--- src/shared/qb_port_defs.svh ---
`ifndef QB_PORT_DEFS_SVH
`define QB_PORT_DEFS_SVH

`define QB_PORT_WIDTH       8
`define QB_NUM_PORTS        5
`define QB_FIRST_PORT       3'h0
`define QB_THIRD_PORT       3'h2
`define QB_LATCH_RESET      8'hff
`define QB_PULLUP_RESET     1'b0
`define QB_STRONG_PU_CLKS   2

`endif

--- src/shared/qb_port_pkg.sv ---
package qb_port_pkg;

    typedef enum logic [3:0] {
        OP_READ  = 4'h0,
        OP_WRITE = 4'h1,
        OP_ANL   = 4'h2,
        OP_ORL   = 4'h3,
        OP_XRL   = 4'h4,
        OP_INC   = 4'h5,
        OP_DEC   = 4'h6,
        OP_DJNZ  = 4'h7,
        OP_JBC   = 4'h8,
        OP_CPL   = 4'h9,
        OP_MOVB  = 4'ha,
        OP_CLR   = 4'hb,
        OP_SETB  = 4'hc
    } port_op_t;

    typedef struct packed {
        logic       valid;
        logic [2:0] port_sel;
        port_op_t   op;
        logic [2:0] bit_sel;
        logic [7:0] operand;
        logic       carry;
    } port_req_t;

    typedef struct packed {
        logic       valid;
        logic       err;
        logic       flag;
        logic [7:0] data;
    } port_rsp_t;

    typedef struct packed {
        logic       ok;
        logic       write;
        logic       flag;
        logic [7:0] val;
    } rmw_res_t;

endpackage : qb_port_pkg

--- src/verilog/port_pin_cell.sv ---
`timescale 1ns/1ns
`default_nettype none
`include "qb_port_defs.svh"

module port_pin_cell #(
    parameter bit QUASI       = 1'b1,
    parameter int STRONG_CLKS = `QB_STRONG_PU_CLKS
) (
    input  wire logic       clk,
    input  wire logic       resetn,
    input  wire logic       pu_en,
    input  wire logic [7:0] latch,
    input  wire logic       bus_en,
    input  wire logic       bus_drive,
    input  wire logic [7:0] bus_val,
    input  wire logic [7:0] pin_in,
    output logic      [7:0] pin_sync,
    output logic      [7:0] pad_out,
    output logic      [7:0] pad_oe_n,
    output logic      [7:0] weak_pu,
    output logic      [7:0] vweak_pu
);
    localparam int CW = $clog2(STRONG_CLKS + 1);

    if (STRONG_CLKS < 1)
    begin : g_bad_clks
        $error("STRONG_CLKS must be at least 1");
    end

    logic [7:0]         meta_r;
    logic [7:0]         latch_d_r;
    logic [7:0][CW-1:0] cnt_r;
    logic [7:0][CW-1:0] cnt_nxt;
    logic [7:0]         out_nxt;
    logic [7:0]         oe_n_nxt;
    logic [7:0]         weak_nxt;
    logic [7:0]         vweak_nxt;
    wire logic          pu_on = QUASI | pu_en;

    ////////////////////////////////////////////////////////////////////////////
    // Pin synchroniser, only the second stage is read
    always_ff @(posedge clk or negedge resetn)
    begin
        if (!resetn)
        begin
            meta_r   <= 8'hff;
            pin_sync <= 8'hff;
        end
        else
        begin
            meta_r   <= pin_in;
            pin_sync <= meta_r;
        end
    end

    ////////////////////////////////////////////////////////////////////////////
    // Strong pull-up timer, started by a latch rising edge
    always_comb
    begin
        for (int i = 0; i < 8; i++)
        begin
            if (!latch[i] || !pu_on || bus_en)
                cnt_nxt[i] = '0;
            else if (!latch_d_r[i])
                cnt_nxt[i] = CW'(STRONG_CLKS);
            else if (cnt_r[i] != '0)
                cnt_nxt[i] = cnt_r[i] - CW'(1);
            else
                cnt_nxt[i] = cnt_r[i];
        end
    end

    always_ff @(posedge clk or negedge resetn)
    begin
        if (!resetn)
        begin
            latch_d_r <= `QB_LATCH_RESET;
            cnt_r     <= '0;
        end
        else
        begin
            latch_d_r <= latch;
            cnt_r     <= cnt_nxt;
        end
    end

    ////////////////////////////////////////////////////////////////////////////
    // Pad drive and pull-up selection
    always_comb
    begin
        for (int i = 0; i < 8; i++)
        begin
            out_nxt[i]   = 1'b1;
            oe_n_nxt[i]  = 1'b1;
            weak_nxt[i]  = 1'b0;
            vweak_nxt[i] = 1'b0;
            if (bus_en)
            begin
                out_nxt[i]  = bus_val[i];
                oe_n_nxt[i] = ~bus_drive;
            end
            else if (!latch[i])
            begin
                out_nxt[i]  = 1'b0;
                oe_n_nxt[i] = 1'b0;
            end
            else
            begin
                oe_n_nxt[i]  = (cnt_nxt[i] == '0);
                vweak_nxt[i] = pu_on;
                weak_nxt[i]  = pu_on & pin_sync[i];
            end
        end
    end

    always_ff @(posedge clk or negedge resetn)
    begin
        if (!resetn)
        begin
            pad_out  <= 8'hff;
            pad_oe_n <= 8'hff;
            weak_pu  <= 8'h00;
            vweak_pu <= 8'h00;
        end
        else
        begin
            pad_out  <= out_nxt;
            pad_oe_n <= oe_n_nxt;
            weak_pu  <= weak_nxt;
            vweak_pu <= vweak_nxt;
        end
    end

    for (genvar i = 0; i < 8; i++)
    begin : g_chk

    end
endmodule : port_pin_cell
`default_nettype wire

--- src/verilog/quasi_bidir_port_control.sv ---
`timescale 1ns/1ns
`default_nettype none
`include "qb_port_defs.svh"

module quasi_bidir_port_control #(
    parameter int NUM_PORTS   = `QB_NUM_PORTS,
    parameter int STRONG_CLKS = `QB_STRONG_PU_CLKS
) (
    input  wire logic                        clk,
    input  wire logic                        resetn,
    input  wire qb_port_pkg::port_req_t      req,
    output qb_port_pkg::port_rsp_t           rsp,
    input  wire logic                        first_port_pullup_enable,
    input  wire logic                        ext_exec,
    input  wire logic                        ext_bus_active,
    input  wire logic                        ext_ad_drive,
    input  wire logic [7:0]                  ext_ad_out,
    input  wire logic [7:0]                  ext_addr_hi,
    output logic      [7:0]                  ext_ad_in,
    input  wire logic [NUM_PORTS-1:0][7:0]   pin_in,
    output logic      [NUM_PORTS-1:0][7:0]   pad_out,
    output logic      [NUM_PORTS-1:0][7:0]   pad_oe_n,
    output logic      [NUM_PORTS-1:0][7:0]   weak_pu,
    output logic      [NUM_PORTS-1:0][7:0]   vweak_pu
);
    if (NUM_PORTS < 3 || NUM_PORTS > 8)
    begin : g_bad_ports
        $error("NUM_PORTS must lie between 3 and 8");
    end

    logic [NUM_PORTS-1:0][7:0] latch_r;
    logic [NUM_PORTS-1:0][7:0] pin_sync;
    logic                      pu_r;
    logic [7:0]                sel_latch;
    logic [7:0]                sel_pin;
    logic                      sel_ok;
    logic                      accept;
    qb_port_pkg::rmw_res_t     res;

    ////////////////////////////////////////////////////////////////////////////
    // Helpers
    function automatic logic [7:0] put_bit(input logic [7:0] v, input logic [2:0] idx,
                                           input logic b);
        logic [7:0] r;
        r      = v;
        r[idx] = b;
        return r;
    endfunction : put_bit

    function automatic qb_port_pkg::rmw_res_t modify(input qb_port_pkg::port_op_t op,
                                                     input logic [7:0] lat,
                                                     input logic [7:0] pin,
                                                     input logic [7:0] opnd,
                                                     input logic [2:0] idx,
                                                     input logic       cy);
        qb_port_pkg::rmw_res_t r;
        r = '{ok: 1'b1, write: 1'b1, flag: 1'b0, val: lat};
        case (op)
            qb_port_pkg::OP_READ:
            begin
                r.write = 1'b0;
                r.val   = pin;
            end
            qb_port_pkg::OP_WRITE: r.val = opnd;
            qb_port_pkg::OP_ANL:   r.val = lat & opnd;
            qb_port_pkg::OP_ORL:   r.val = lat | opnd;
            qb_port_pkg::OP_XRL:   r.val = lat ^ opnd;
            qb_port_pkg::OP_INC:   r.val = lat + 8'h01;
            qb_port_pkg::OP_DEC:   r.val = lat - 8'h01;
            qb_port_pkg::OP_DJNZ:
            begin
                r.val  = lat - 8'h01;
                r.flag = (lat != 8'h01);
            end
            qb_port_pkg::OP_JBC:
            begin
                r.val  = put_bit(lat, idx, 1'b0);
                r.flag = lat[idx];
            end
            qb_port_pkg::OP_CPL:   r.val = put_bit(lat, idx, ~lat[idx]);
            qb_port_pkg::OP_MOVB:  r.val = put_bit(lat, idx, cy);
            qb_port_pkg::OP_CLR:   r.val = put_bit(lat, idx, 1'b0);
            qb_port_pkg::OP_SETB:  r.val = put_bit(lat, idx, 1'b1);
            default:
            begin
                r.ok    = 1'b0;
                r.write = 1'b0;
            end
        endcase
        return r;
    endfunction : modify

    ////////////////////////////////////////////////////////////////////////////
    // Request decode
    always_comb
    begin
        sel_latch = 8'hff;
        sel_pin   = 8'hff;
        sel_ok    = 1'b0;
        for (int k = 0; k < NUM_PORTS; k++)
        begin
            if (req.port_sel == 3'(k))
            begin
                sel_latch = latch_r[k];
                sel_pin   = pin_sync[k];
                sel_ok    = 1'b1;
            end
        end
        if (ext_exec && (req.port_sel == `QB_FIRST_PORT || req.port_sel == `QB_THIRD_PORT))
            sel_ok = 1'b0;
    end

    assign res    = modify(req.op, sel_latch, sel_pin, req.operand, req.bit_sel, req.carry);
    assign accept = req.valid && sel_ok && res.ok;

    ////////////////////////////////////////////////////////////////////////////
    // Output latches
    always_ff @(posedge clk or negedge resetn)
    begin
        if (!resetn)
            latch_r <= {NUM_PORTS{`QB_LATCH_RESET}};
        else if (accept && res.write)
            latch_r[req.port_sel] <= res.val;
    end

    always_ff @(posedge clk or negedge resetn)
    begin
        if (!resetn)
            pu_r <= `QB_PULLUP_RESET;
        else
            pu_r <= first_port_pullup_enable;
    end

    ////////////////////////////////////////////////////////////////////////////
    // Response
    always_ff @(posedge clk or negedge resetn)
    begin
        if (!resetn)
            rsp <= '0;
        else
        begin
            rsp.valid <= req.valid;
            rsp.err   <= req.valid && !accept;
            rsp.flag  <= accept && res.flag;
            rsp.data  <= accept ? res.val : 8'h00;
        end
    end

    assign ext_ad_in = pin_sync[0];

    ////////////////////////////////////////////////////////////////////////////
    // Pin cells: first port open-drain unless its pull-up is enabled, the others quasi-bidirectional
    for (genvar k = 0; k < NUM_PORTS; k++)
    begin : g_port
        port_pin_cell #(
            .QUASI       (k != 0),
            .STRONG_CLKS (STRONG_CLKS)
        ) u_cell (
            .clk       (clk),
            .resetn    (resetn),
            .pu_en     ((k == 0) ? pu_r : 1'b0),
            .latch     (latch_r[k]),
            .bus_en    ((k == 0 || k == 2) ? ext_bus_active : 1'b0),
            .bus_drive ((k == 0) ? ext_ad_drive : 1'b1),
            .bus_val   ((k == 0) ? ext_ad_out : ext_addr_hi),
            .pin_in    (pin_in[k]),
            .pin_sync  (pin_sync[k]),
            .pad_out   (pad_out[k]),
            .pad_oe_n  (pad_oe_n[k]),
            .weak_pu   (weak_pu[k]),
            .vweak_pu  (vweak_pu[k])
        );
    end
endmodule : quasi_bidir_port_control
`default_nettype wire

--- config.mk ---
export PLATFORM = sky130hd
export DESIGN_NAME = quasi_bidir_port_control
export DESIGN_NICKNAME = d
export VERILOG_FILES = /design/src/shared/qb_port_pkg.sv /design/src/verilog/port_pin_cell.sv /design/src/verilog/quasi_bidir_port_control.sv
export VERILOG_INCLUDE_DIRS = /design/src /design/src/shared
export SDC_FILE = /design/constraint.sdc
export NUM_CORES = 1
export LEC_CHECK = 0
export BUFFER_PORTS_ARGS = -buffer_cell sky130_fd_sc_hd__buf_4
export CAP_MARGIN = 20
export CORE_ASPECT_RATIO = 1.25
export CORE_MARGIN = 2
export CORE_UTILIZATION = 30
export DETAILED_ROUTE_END_ITERATION = 16
export GPL_TIMING_DRIVEN = 0
export REMOVE_ABC_BUFFERS = 1
export SYNTH_ARGS = -nofsm -noshare
export SYNTH_HDL_FRONTEND = slang
export SYNTH_SLANG_ARGS = --single-unit
--- constraint.sdc ---
create_clock -name clk -period 3.4 [get_ports clk]
set_clock_uncertainty 0.1 [all_clocks]
set_input_delay 0.51 -clock clk [delete_from_list [all_inputs] [get_ports clk]]
set_output_delay 0.51 -clock clk [all_outputs]
set_load 0.02 [all_outputs]
==> results of run 1 <==
critical path: stages:
cell and delay [ns]:
sky130_fd_sc_hd__buf_4 0.19, sky130_fd_sc_hd__and2_1 0.34, sky130_fd_sc_hd__o21ai_1 0.47, sky130_fd_sc_hd__o211ai_1 0.39
sky130_fd_sc_hd__buf_4 0.29, sky130_fd_sc_hd__nor3_1 0.34, sky130_fd_sc_hd__nand3_1 0.67, sky130_fd_sc_hd__mux2_1 0.55
where the power goes:
group / total, mW / internal [mW] / switching, mW
clock: 4.81 / 2.95 / 1.86
sequential: 6.46 / 5.80 / 0.656
combinational: 2.56 / 1.11 / 1.45
total: 13.8 / 9.86 / 3.96
sequential cells by signal (all words and copies together), names as in the netlist:
name                     flops
g_port.u_cell.pin_sync      40
pu_r                         1
g_port.u_cell.weak_pu       40
g_port.u_cell.latch_d_r     40
g_port.u_cell.meta_r        40
g_port.u_cell.vweak_pu      40
g_port.u_cell.pad_out       16
g_port.u_cell.cnt_r         80
g_port.u_cell.pad_oe_n      40
rsp                         11
latch_r                     40
Yosys cell counts, types with 11 or more instances:
master	number	area share, %
sky130_fd_sc_hd__nor3b_1	35	1.8
sky130_fd_sc_hd__mux2_2	37	2.9
sky130_fd_sc_hd__nor2_1	57	1.5
sky130_fd_sc_hd__nor3_1	16	0.55
sky130_fd_sc_hd__nand2_1	145	3.7
sky130_fd_sc_hd__and3_1	12	0.52
sky130_fd_sc_hd__nand3_1	16	0.55
sky130_fd_sc_hd__nor2b_1	18	0.77
sky130_fd_sc_hd__inv_1	19	0.49
sky130_fd_sc_hd__nand2b_1	16	0.69
sky130_fd_sc_hd__mux2i_1	14	0.96
sky130_fd_sc_hd__a21o_1	11	0.57
sky130_fd_sc_hd__a21boi_0	33	1.7
sky130_fd_sc_hd__clkbuf_1	22	0.57
sky130_fd_sc_hd__o31ai_1	11	0.57
sky130_fd_sc_hd__dfrtp_1	172	30
sky130_fd_sc_hd__and2_1	41	1.8
sky130_fd_sc_hd__a21oi_1	45	1.5
sky130_fd_sc_hd__o21ai_0	27	0.93
sky130_fd_sc_hd__dfstp_2	216	39
layer usage:
metal | GRT usage [%] | up-vias | wire length, um
met1 | 20.6 | 4933 | 17100
met2 | 26.9 | 297 | 19700
met4 | 6.92 | 0 | 1620
met5 | 0 | - | 0
met3 | 3.30 | 79 | 2180
li1 | - | 4535 | -
cell type report:
type / instances / area [um^2]
diodes: 1 / 2.50
clock buffers: 58 / 1240
clock inverters: 17 / 241
fillers: 4530 / 28900
inverters: 21 / 78.8
multi-input cells: 670 / 4320
flip-flops and latches: 388 / 9980
well taps: 644 / 806
repair buffers: 312 / 2520
cells by family (layout without fill, tap and decap cells):
family          count (synthesis)  in the layout  share of synthesized area [%]
simple gates                  390            390                           13.8
flops                         388            388                           68.7
compound gates                212            212                           10.4
mux                            59             59                           4.68
buf+inv                        58            408                           1.81
xor+xnor                        6              6                          0.362
fa+ha+maj                       3              3                          0.258
other cells                     0              1                              0
worst max path at each step:
stage	slack (ns)	endpoint	from
6_report	0.005	latch_r[30]	req[14]
5_1_grt	-0.11	latch_r[30]	req[14]
4_1_cts	0.001	latch_r[14]	req[18]
3_5_place_dp	-1.05	latch_r[33]	req[16]
3_3_place_gp	-1.86	g_port[3].u_cell.cnt_r[4]	resetn
2_1_floorplan	0.31	latch_r[1]	req[16]
cells in the final DEF (no fill, tap or decap), drive strengths merged, types with 8 or more instances in the layout:
cell         instances
a21boi              33
a21o                11
a21oi               46
a22oi               10
and2                41
and3                12
buf                269
clkbuf              58
dfrtp              172
dfstp              216
dlygate4sd3         43
inv                 25
mux2                42
mux2i               14
nand2              146
nand2b              16
nand3               16
nor2                57
nor2b               18
nor3                16
nor3b               37
nor4                 8
o211ai              12
o21ai               33
o31ai               12
repair_timing:
item	CTS	global route
resized for setup	2	5
endpoints found under the hold margin	72	0
endpoints found under the setup margin	42	29
setup buffers	4	0
hold buffers	43	0
pin swaps	1	0
stage by stage:
step / TNS [ns] / area, um^2 / setup slack [ns] / power [mW] / hold WS [ns]
after global placement: -465.12 / 17100 / -1.86 / 9.00 / 0.245
after detailed placement: -37.28 / 17200 / -1.05 / 9.08 / 0.247
after global routing: -1.19 / 19200 / -0.114 / 14.5 / 0.0365
after CTS: 0 / 19200 / 0.000988 / 14.1 / 0.0214
final: 0 / 19200 / 0.00460 / 13.8 / 0.0621
after floorplan: 0 / 14300 / 0.308 / 7.66 / 0.114
==> results.md, run 1 <==
Placed design:
- The number of buffers added on ports is 260.
- The placer congestion estimate is 0.892.
- The detailed placer's ending HPWL is ~29000 um.
- The placed instance count is between 1500 and 2000.

Clocking:
- The tree built by TritonCTS fans out to roughly 390 sinks.
- The H-tree was split into 2 levels.
- In this run, CTS created clock tree buffers numbering between 40 and 50.
- The clock tree from TritonCTS is done.
- Clock-pin slew was measured on the worst setup and hold paths at around 0.060 ns.
- The maximum clock insertion buffer count is 3.
- The tree is rooted in a sky130_fd_sc_hd__clkbuf_16.
- The source-to-sink clock delay at the later pin of the worst-skew pair is ~0.56 ns.

Synth:
- After synthesis, flip-flops and latches occupy between 60% and 70% of the total area.
- During synthesis, Yosys emitted a total of 0 warnings.
- Averaged over all synthesized cells, the footprint is between 10 and 15 um^2.
- The number of instances in the synthesized netlist is about 1100.
- After synthesis the cells add up to ~15000 um^2.
- In the synthesized netlist the async set-or-reset flop fraction comes to 100%.
- Synthesis inferred 388 register bits.
- The number of enable-type register cells in the synthesized netlist is 0.
- The synthesized netlist contains 79 unique library cells.
- In the synthesized netlist the dominant register cell turns out to be sky130_fd_sc_hd__dfstp_2.

Power:
- The largest vdd supply drop is ~0.43 mV.
- Summed over all cells, the static leakage comes to about 8.5 nW.
- The power density over cell area is about 700 nW/um^2.

Cells and area:
- In the final layout, the share of cells above drive strength 1 is a little over two fifths.
- The final design utilization is 39.9%.
- The signed area change from the synthesized netlist to the final layout is 32.1%.
- After the last flow step, the layout net total stands at around 1500.
- Excluding fillers, the count of instances in the completed layout stands at about 2100.

Timing:
- At the pin with the least slew margin, the transition time is about 1.0 ns.
- The final max-slew violation count came to 0.
- The final-report hold violation count is 0.
- The worst pin sits at a relative slew slack of between 30% and 40%.
- The post-route minimum period is 3.40 ns.
- The post-route clock period utilization is between 90% and 100%.
- The achievable clock frequency is ~0.3 GHz.
- The count of endpoints failing setup in the final report is 0.
- Setup repair after global routing could not meet its margin everywhere.

Global route:
- The initial antenna violation count is 1.
- Across every metal layer, demand over resource in global routing totals ~16%.
- The wire length of the first global-routing pass is about 62000 um.
- The number of global-route vias before repair is 10300.
- The pin count of the biggest net entering global routing is approximately 130.
- The global-route congestion overflow total is 0.

Hold path:
- The class of the tightest hold or removal check is in2reg.
- The sink of the worst hold path is g_port[2].u_cell.pad_out[1].
- The hold path startpoint is ext_addr_hi[1].
- Along the worst hold path, the cell count comes to 2.

Run status:
- The run finished with clean final reports.

Route:
- The total wirelength of the detailed-routed design is a little over 40000 um.
- The total number of vias is just under 10000.
- The residual antenna-violating net count after detailed routing is 0.
- The routed wirelength normalized by instance count is between 15 and 20 um.
- Before antenna repair, the detailed router went through 4 iterations.
- For this block, the initial DRC count from the detailed router was 600.
- After detailed routing, the number of remaining DRC violations is 0.
- After detailed routing, the number of vias per cell comes to approximately 4.7.

Critical path:
- The startpoint-to-endpoint class of the critical path is in2reg.
- The data arrival time of the critical path is ~3.8 ns.
- The worst setup path is launched from an input port.
- The worst reg-to-reg path cell count is 11.
- The category of the worst setup path capture point is a register.
- The reg-to-reg setup timing slack is about 0.22 ns.
- The biggest fanout along the worst timing path is 22.
- STA puts the critical path data required time at between 3 and 4 ns.
- The startpoint of the worst-slack reg-to-reg timing path is latch_r[1].
- The critical register-to-register path endpoint is latch_r[33].

Floorplan:
- The I/O pin count is roughly 260.
- Once the floorplan was initialized, standard cells occupied 30.2% of the core.
- The overall die height is 250 um.
- The die area is roughly 50000 um^2.
- The die width is 201 um.
- The total core area is just under 50000 um^2.
- In this run the core area contains 90 standard-cell rows.

Run:
- Max-cap violations in this run came to 0.
Note: power is estimated with default switching activity, not from simulation.
==> run 2: changes to the inputs <==
--- a/config.mk
+++ b/config.mk
@@ -11,6 +11,7 @@
 export CORE_ASPECT_RATIO = 1.25
 export CORE_MARGIN = 2
 export CORE_UTILIZATION = 30
+export CTS_CLUSTER_SIZE = 14
 export DETAILED_ROUTE_END_ITERATION = 16
 export GPL_TIMING_DRIVEN = 0
 export REMOVE_ABC_BUFFERS = 1
==> constraint.sdc (replaced) <==
create_clock -name clk -period 3.4 [get_ports clk]
set_clock_uncertainty 0.1 [all_clocks]
set_input_delay 0.34 -clock clk [delete_from_list [all_inputs] [get_ports clk]]
set_output_delay 0.34 -clock clk [all_outputs]
set_load 0.02 [all_outputs]
==> run 2 against run 1 <==
Register-to-register slack barely moved. Maximum frequency rose by 3.1%. Sequential power barely moved. Highest routed layer unchanged. Global-route usage rose by 0.11 points. First-iteration DRC count rose by 8.2%. Via count rose by 0.99%. Routed wire length rose by 0.58%. Non-clock buffer count rose by 17. Hold slack improved by 0.085 ns. Total power rose by 0.13%.
==> results.md, run 2 (synthesis gave the netlist of run 1 again) <==
Timing:
- The post-layout worst setup margin is 0.106 ns (+0.101 ns).
- The final-report hold violation count was 0 (unchanged).
- The transition time at the pin with the least slew margin was 1.02 ns (+0.0199 ns).
- Setup repair after global routing left no endpoint under its margin.
- The post-route minimum period is 3.29 ns (-0.101 ns).
- The setup TNS is 0 ns (unchanged).
- The worst hold slack across all endpoints is 0.147 ns (+0.0849 ns).
- The max-slew headroom at the worst pin was 31.4% (-1.6 points).
- The post-route clock period utilization came to 96.9% (-3.0 points).
- The final max-slew violation count is 0 (unchanged).
- The achievable clock frequency is 0.304 GHz (+3.1%).
- The count of endpoints failing setup in the final report is 0 (unchanged).

Floorplan:
- The die width is 201 um (unchanged).
- The initial cell density of the core is 30.2% (unchanged).
- The overall die height was 250 um (unchanged).
- The total core area is 48100 um^2 (unchanged).
- The I/O pin count is 261 (unchanged).
- The die area is 50200 um^2 (unchanged).
- The number of standard-cell rows in the floorplan is 90 (unchanged).

Route:
- The total number of vias is 9941 (+0.99%).
- The length of the first detailed-routing pass in iterations came to 7 (+3).
- The residual antenna-violating net count after detailed routing was 0 (unchanged).
- The iteration-0 DRC count of the detailed router is 649 (+8.2%).
- The post-detailed-route DRC marker count came to 0 (unchanged).
- The post-detailed-route via-to-cell ratio is 4.67 (+0.23%).
- The routed wirelength normalized by instance count is 19.2 um (-0.18%).
- The total wirelength of the detailed-routed design is 40800 um (+0.58%).

Placed design:
- The setup slack at placement is -0.882 ns (+0.170 ns).
- The placer congestion estimate is 0.892 (unchanged).
- The number of buffers added on ports is 260 (unchanged).
- The placed instance count is 1988 (unchanged).
- The post-place instance area is 17200 um^2 (unchanged).
- The detailed placer's ending HPWL was 28700 um (unchanged).

Clocking:
- The total CTS buffers is 41 (unchanged).
- The number of levels the H-tree was split into is 2 (unchanged).
- The root buffer selected by CTS is sky130_fd_sc_hd__clkbuf_16.
- The maximum clock insertion buffer count came to 3 (unchanged).
- TritonCTS built the clock tree.
- The CTS clock-pin slew for the worst setup and hold paths is 0.06 ns (about the same).
- The source-to-sink clock delay at the later pin of the worst-skew pair is 0.56 ns (about the same).
- The clock sink count is 388 (unchanged).

Cells and area:
- The flip-flop count of the largest register, all copies and words added was 80 (unchanged).
- The final instance area was 19400 um^2 (+0.79%).
- The area occupied by multi-input gates is 4320 um^2 (-0.20%).
- The antenna diode count is 0 (-1).
- The combined flip-flop and latch cell area is 9980 um^2 (unchanged).
- The total of fill cells in the finished design came to 4520 (-0.22%).
- Ranked by flip-flop count, first place goes to g_port.u_cell.cnt_r.
- The final net count came to 1536 (+1.1%).
- From synthesis to final layout, the design area changed by 33.2%.
- The post-layout instance count excluding filler cells is 2127 (+0.76%).
- The fraction of layout instances using a drive strength above 1 is 42.3% (-0.49 points).
- In the layout the commonest cells are 265 x sky130_fd_sc_hd__buf_4, 216 x sky130_fd_sc_hd__dfstp_2, 172 x sky130_fd_sc_hd__dfrtp_1, 145 x sky130_fd_sc_hd__nand2_1, 59 x sky130_fd_sc_hd__dlygate4sd3_1.
- The commonest non-fill, non-tap cell in the layout is sky130_fd_sc_hd__buf_4.

Power:
- The largest vdd supply drop came to 0.426 mV (-0.22%).
- The leakage component of the power is 8.53 nW (+0.78%).
- The power density over cell area is 715 nW/um^2 (-0.66%).

Hold path:
- The worst hold path cell count is 3 (+1).
- The sink of the worst hold path is g_port[0].u_cell.pad_out[2].
- In this run the most critical hold path is launched from ext_bus_active.
- The class of the tightest hold or removal check is in2reg.

Critical path:
- The critical path launch point type is an input port.
- The critical path goes through buf_4, nor3b_2, o211ai_1, buf_4, nor3_1, nand3_1, mux2_1.
- The biggest fanout along the worst timing path was 28 (+27%).
- The startpoint-to-endpoint class of the critical path is in2reg.
- The largest stage delay on the critical path is 0.69 ns (+0.02 ns).
- The reg-to-reg setup timing slack came to 0.21 ns (about the same).
- The cell type of the slowest stage on the worst timing path is sky130_fd_sc_hd__nor3b_2.
- The category of the worst setup path capture point is a register.
- The worst register-to-register path ends at latch_r[33].
- The required time at the endpoint of the critical path came to 3.77 ns (about the same).
- The startpoint of the worst-slack reg-to-reg timing path is latch_r[1].
- The data arrival time of the critical path is 3.67 ns (-0.10 ns).
- The cell occurring most often along the worst timing path is sky130_fd_sc_hd__buf_4.
- The worst reg-to-reg path cell count was 11 (unchanged).

Run:
- The number of violations of the max-capacitance limit is 0 (unchanged).

Global route:
- The global-route total usage across every layer is 16.3% (+0.11 points).
- The number of global-route vias before repair came to 10400 (+0.63%).
- The initial antenna violation count is 1 (unchanged).
- The pin count of the biggest net entering global routing came to 126 (unchanged).
- The global-route congestion overflow total is 0 (unchanged).
- The wire length of the first global-routing pass is 62800 um (+0.64%).

Run status:
- The flow ran to the end, and the final reports show no timing, DRC or antenna violations.
run 2: stage by stage:
step | utilization (%) | power (mW)
after floorplan | - | 7.66
after global placement | 35.6 | 9.00
after detailed placement | 35.8 | 9.08
after CTS | 40.2 | 14.1
after global routing | 40.2 | 14.5
final | 40.2 | 13.8
run 2: critical path: cells and delay by family:
kind | cells | cell delay (ns)
AND/OR/NAND/NOR | 3 | 1.69
buffers and inverters | 2 | 0.68
multiplexers | 1 | 0.55
AO/OA/AOI/OAI | 1 | 0.37
run 2: layout make-up:
type / count / share of cell area [%]
Timing Repair Buffer: 329 / 13.9
Sequential cell: 388 / 51.6
Clock buffer: 58 / 6.42
Clock inverter: 17 / 1.25
Tap cell: 644 / 4.16
Multi-Input combinational cell: 670 / 22.3
Inverter: 21 / 0.407
run 2: how the worst max path moves through the flow:
stage	end	startpoint	depth (start not counted)	slack, ns
after floorplan	latch_r[1]	req[16]	11	0.48
after global placement	g_port[3].u_cell.cnt_r[4]	resetn	1	-1.69
after detailed placement	latch_r[33]	req[16]	12	-0.88
after CTS	latch_r[14]	req[17]	9	0.08
after global routing	latch_r[33]	latch_r[0]	11	0.02
final	latch_r[14]	req[18]	7	0.11
run 2: layer usage:
layer / share of wire, % / global-route usage, %
met1: 42 / 20.8
met2: 49 / 27.1
met3: 5.2 / 3.21
met4: 3.8 / 6.88
met5: 0 / 0
run 2: repair_timing:
item / in CTS / in global routing
pin swaps: 0 / 1
hold endpoints to repair: 125 / 0
resized for setup: 2 / 2
setup buffers: 0 / 5
endpoints found under the setup margin: 25 / 15
hold buffers: 59 / 0
cloned: 0 / 0
run 2: where the power goes:
group,internal (mW),leakage [nW],switching (mW)
sequential,5.80,4.57,0.656
combinational,1.13,3.23,1.45
clock,2.95,0.727,1.86
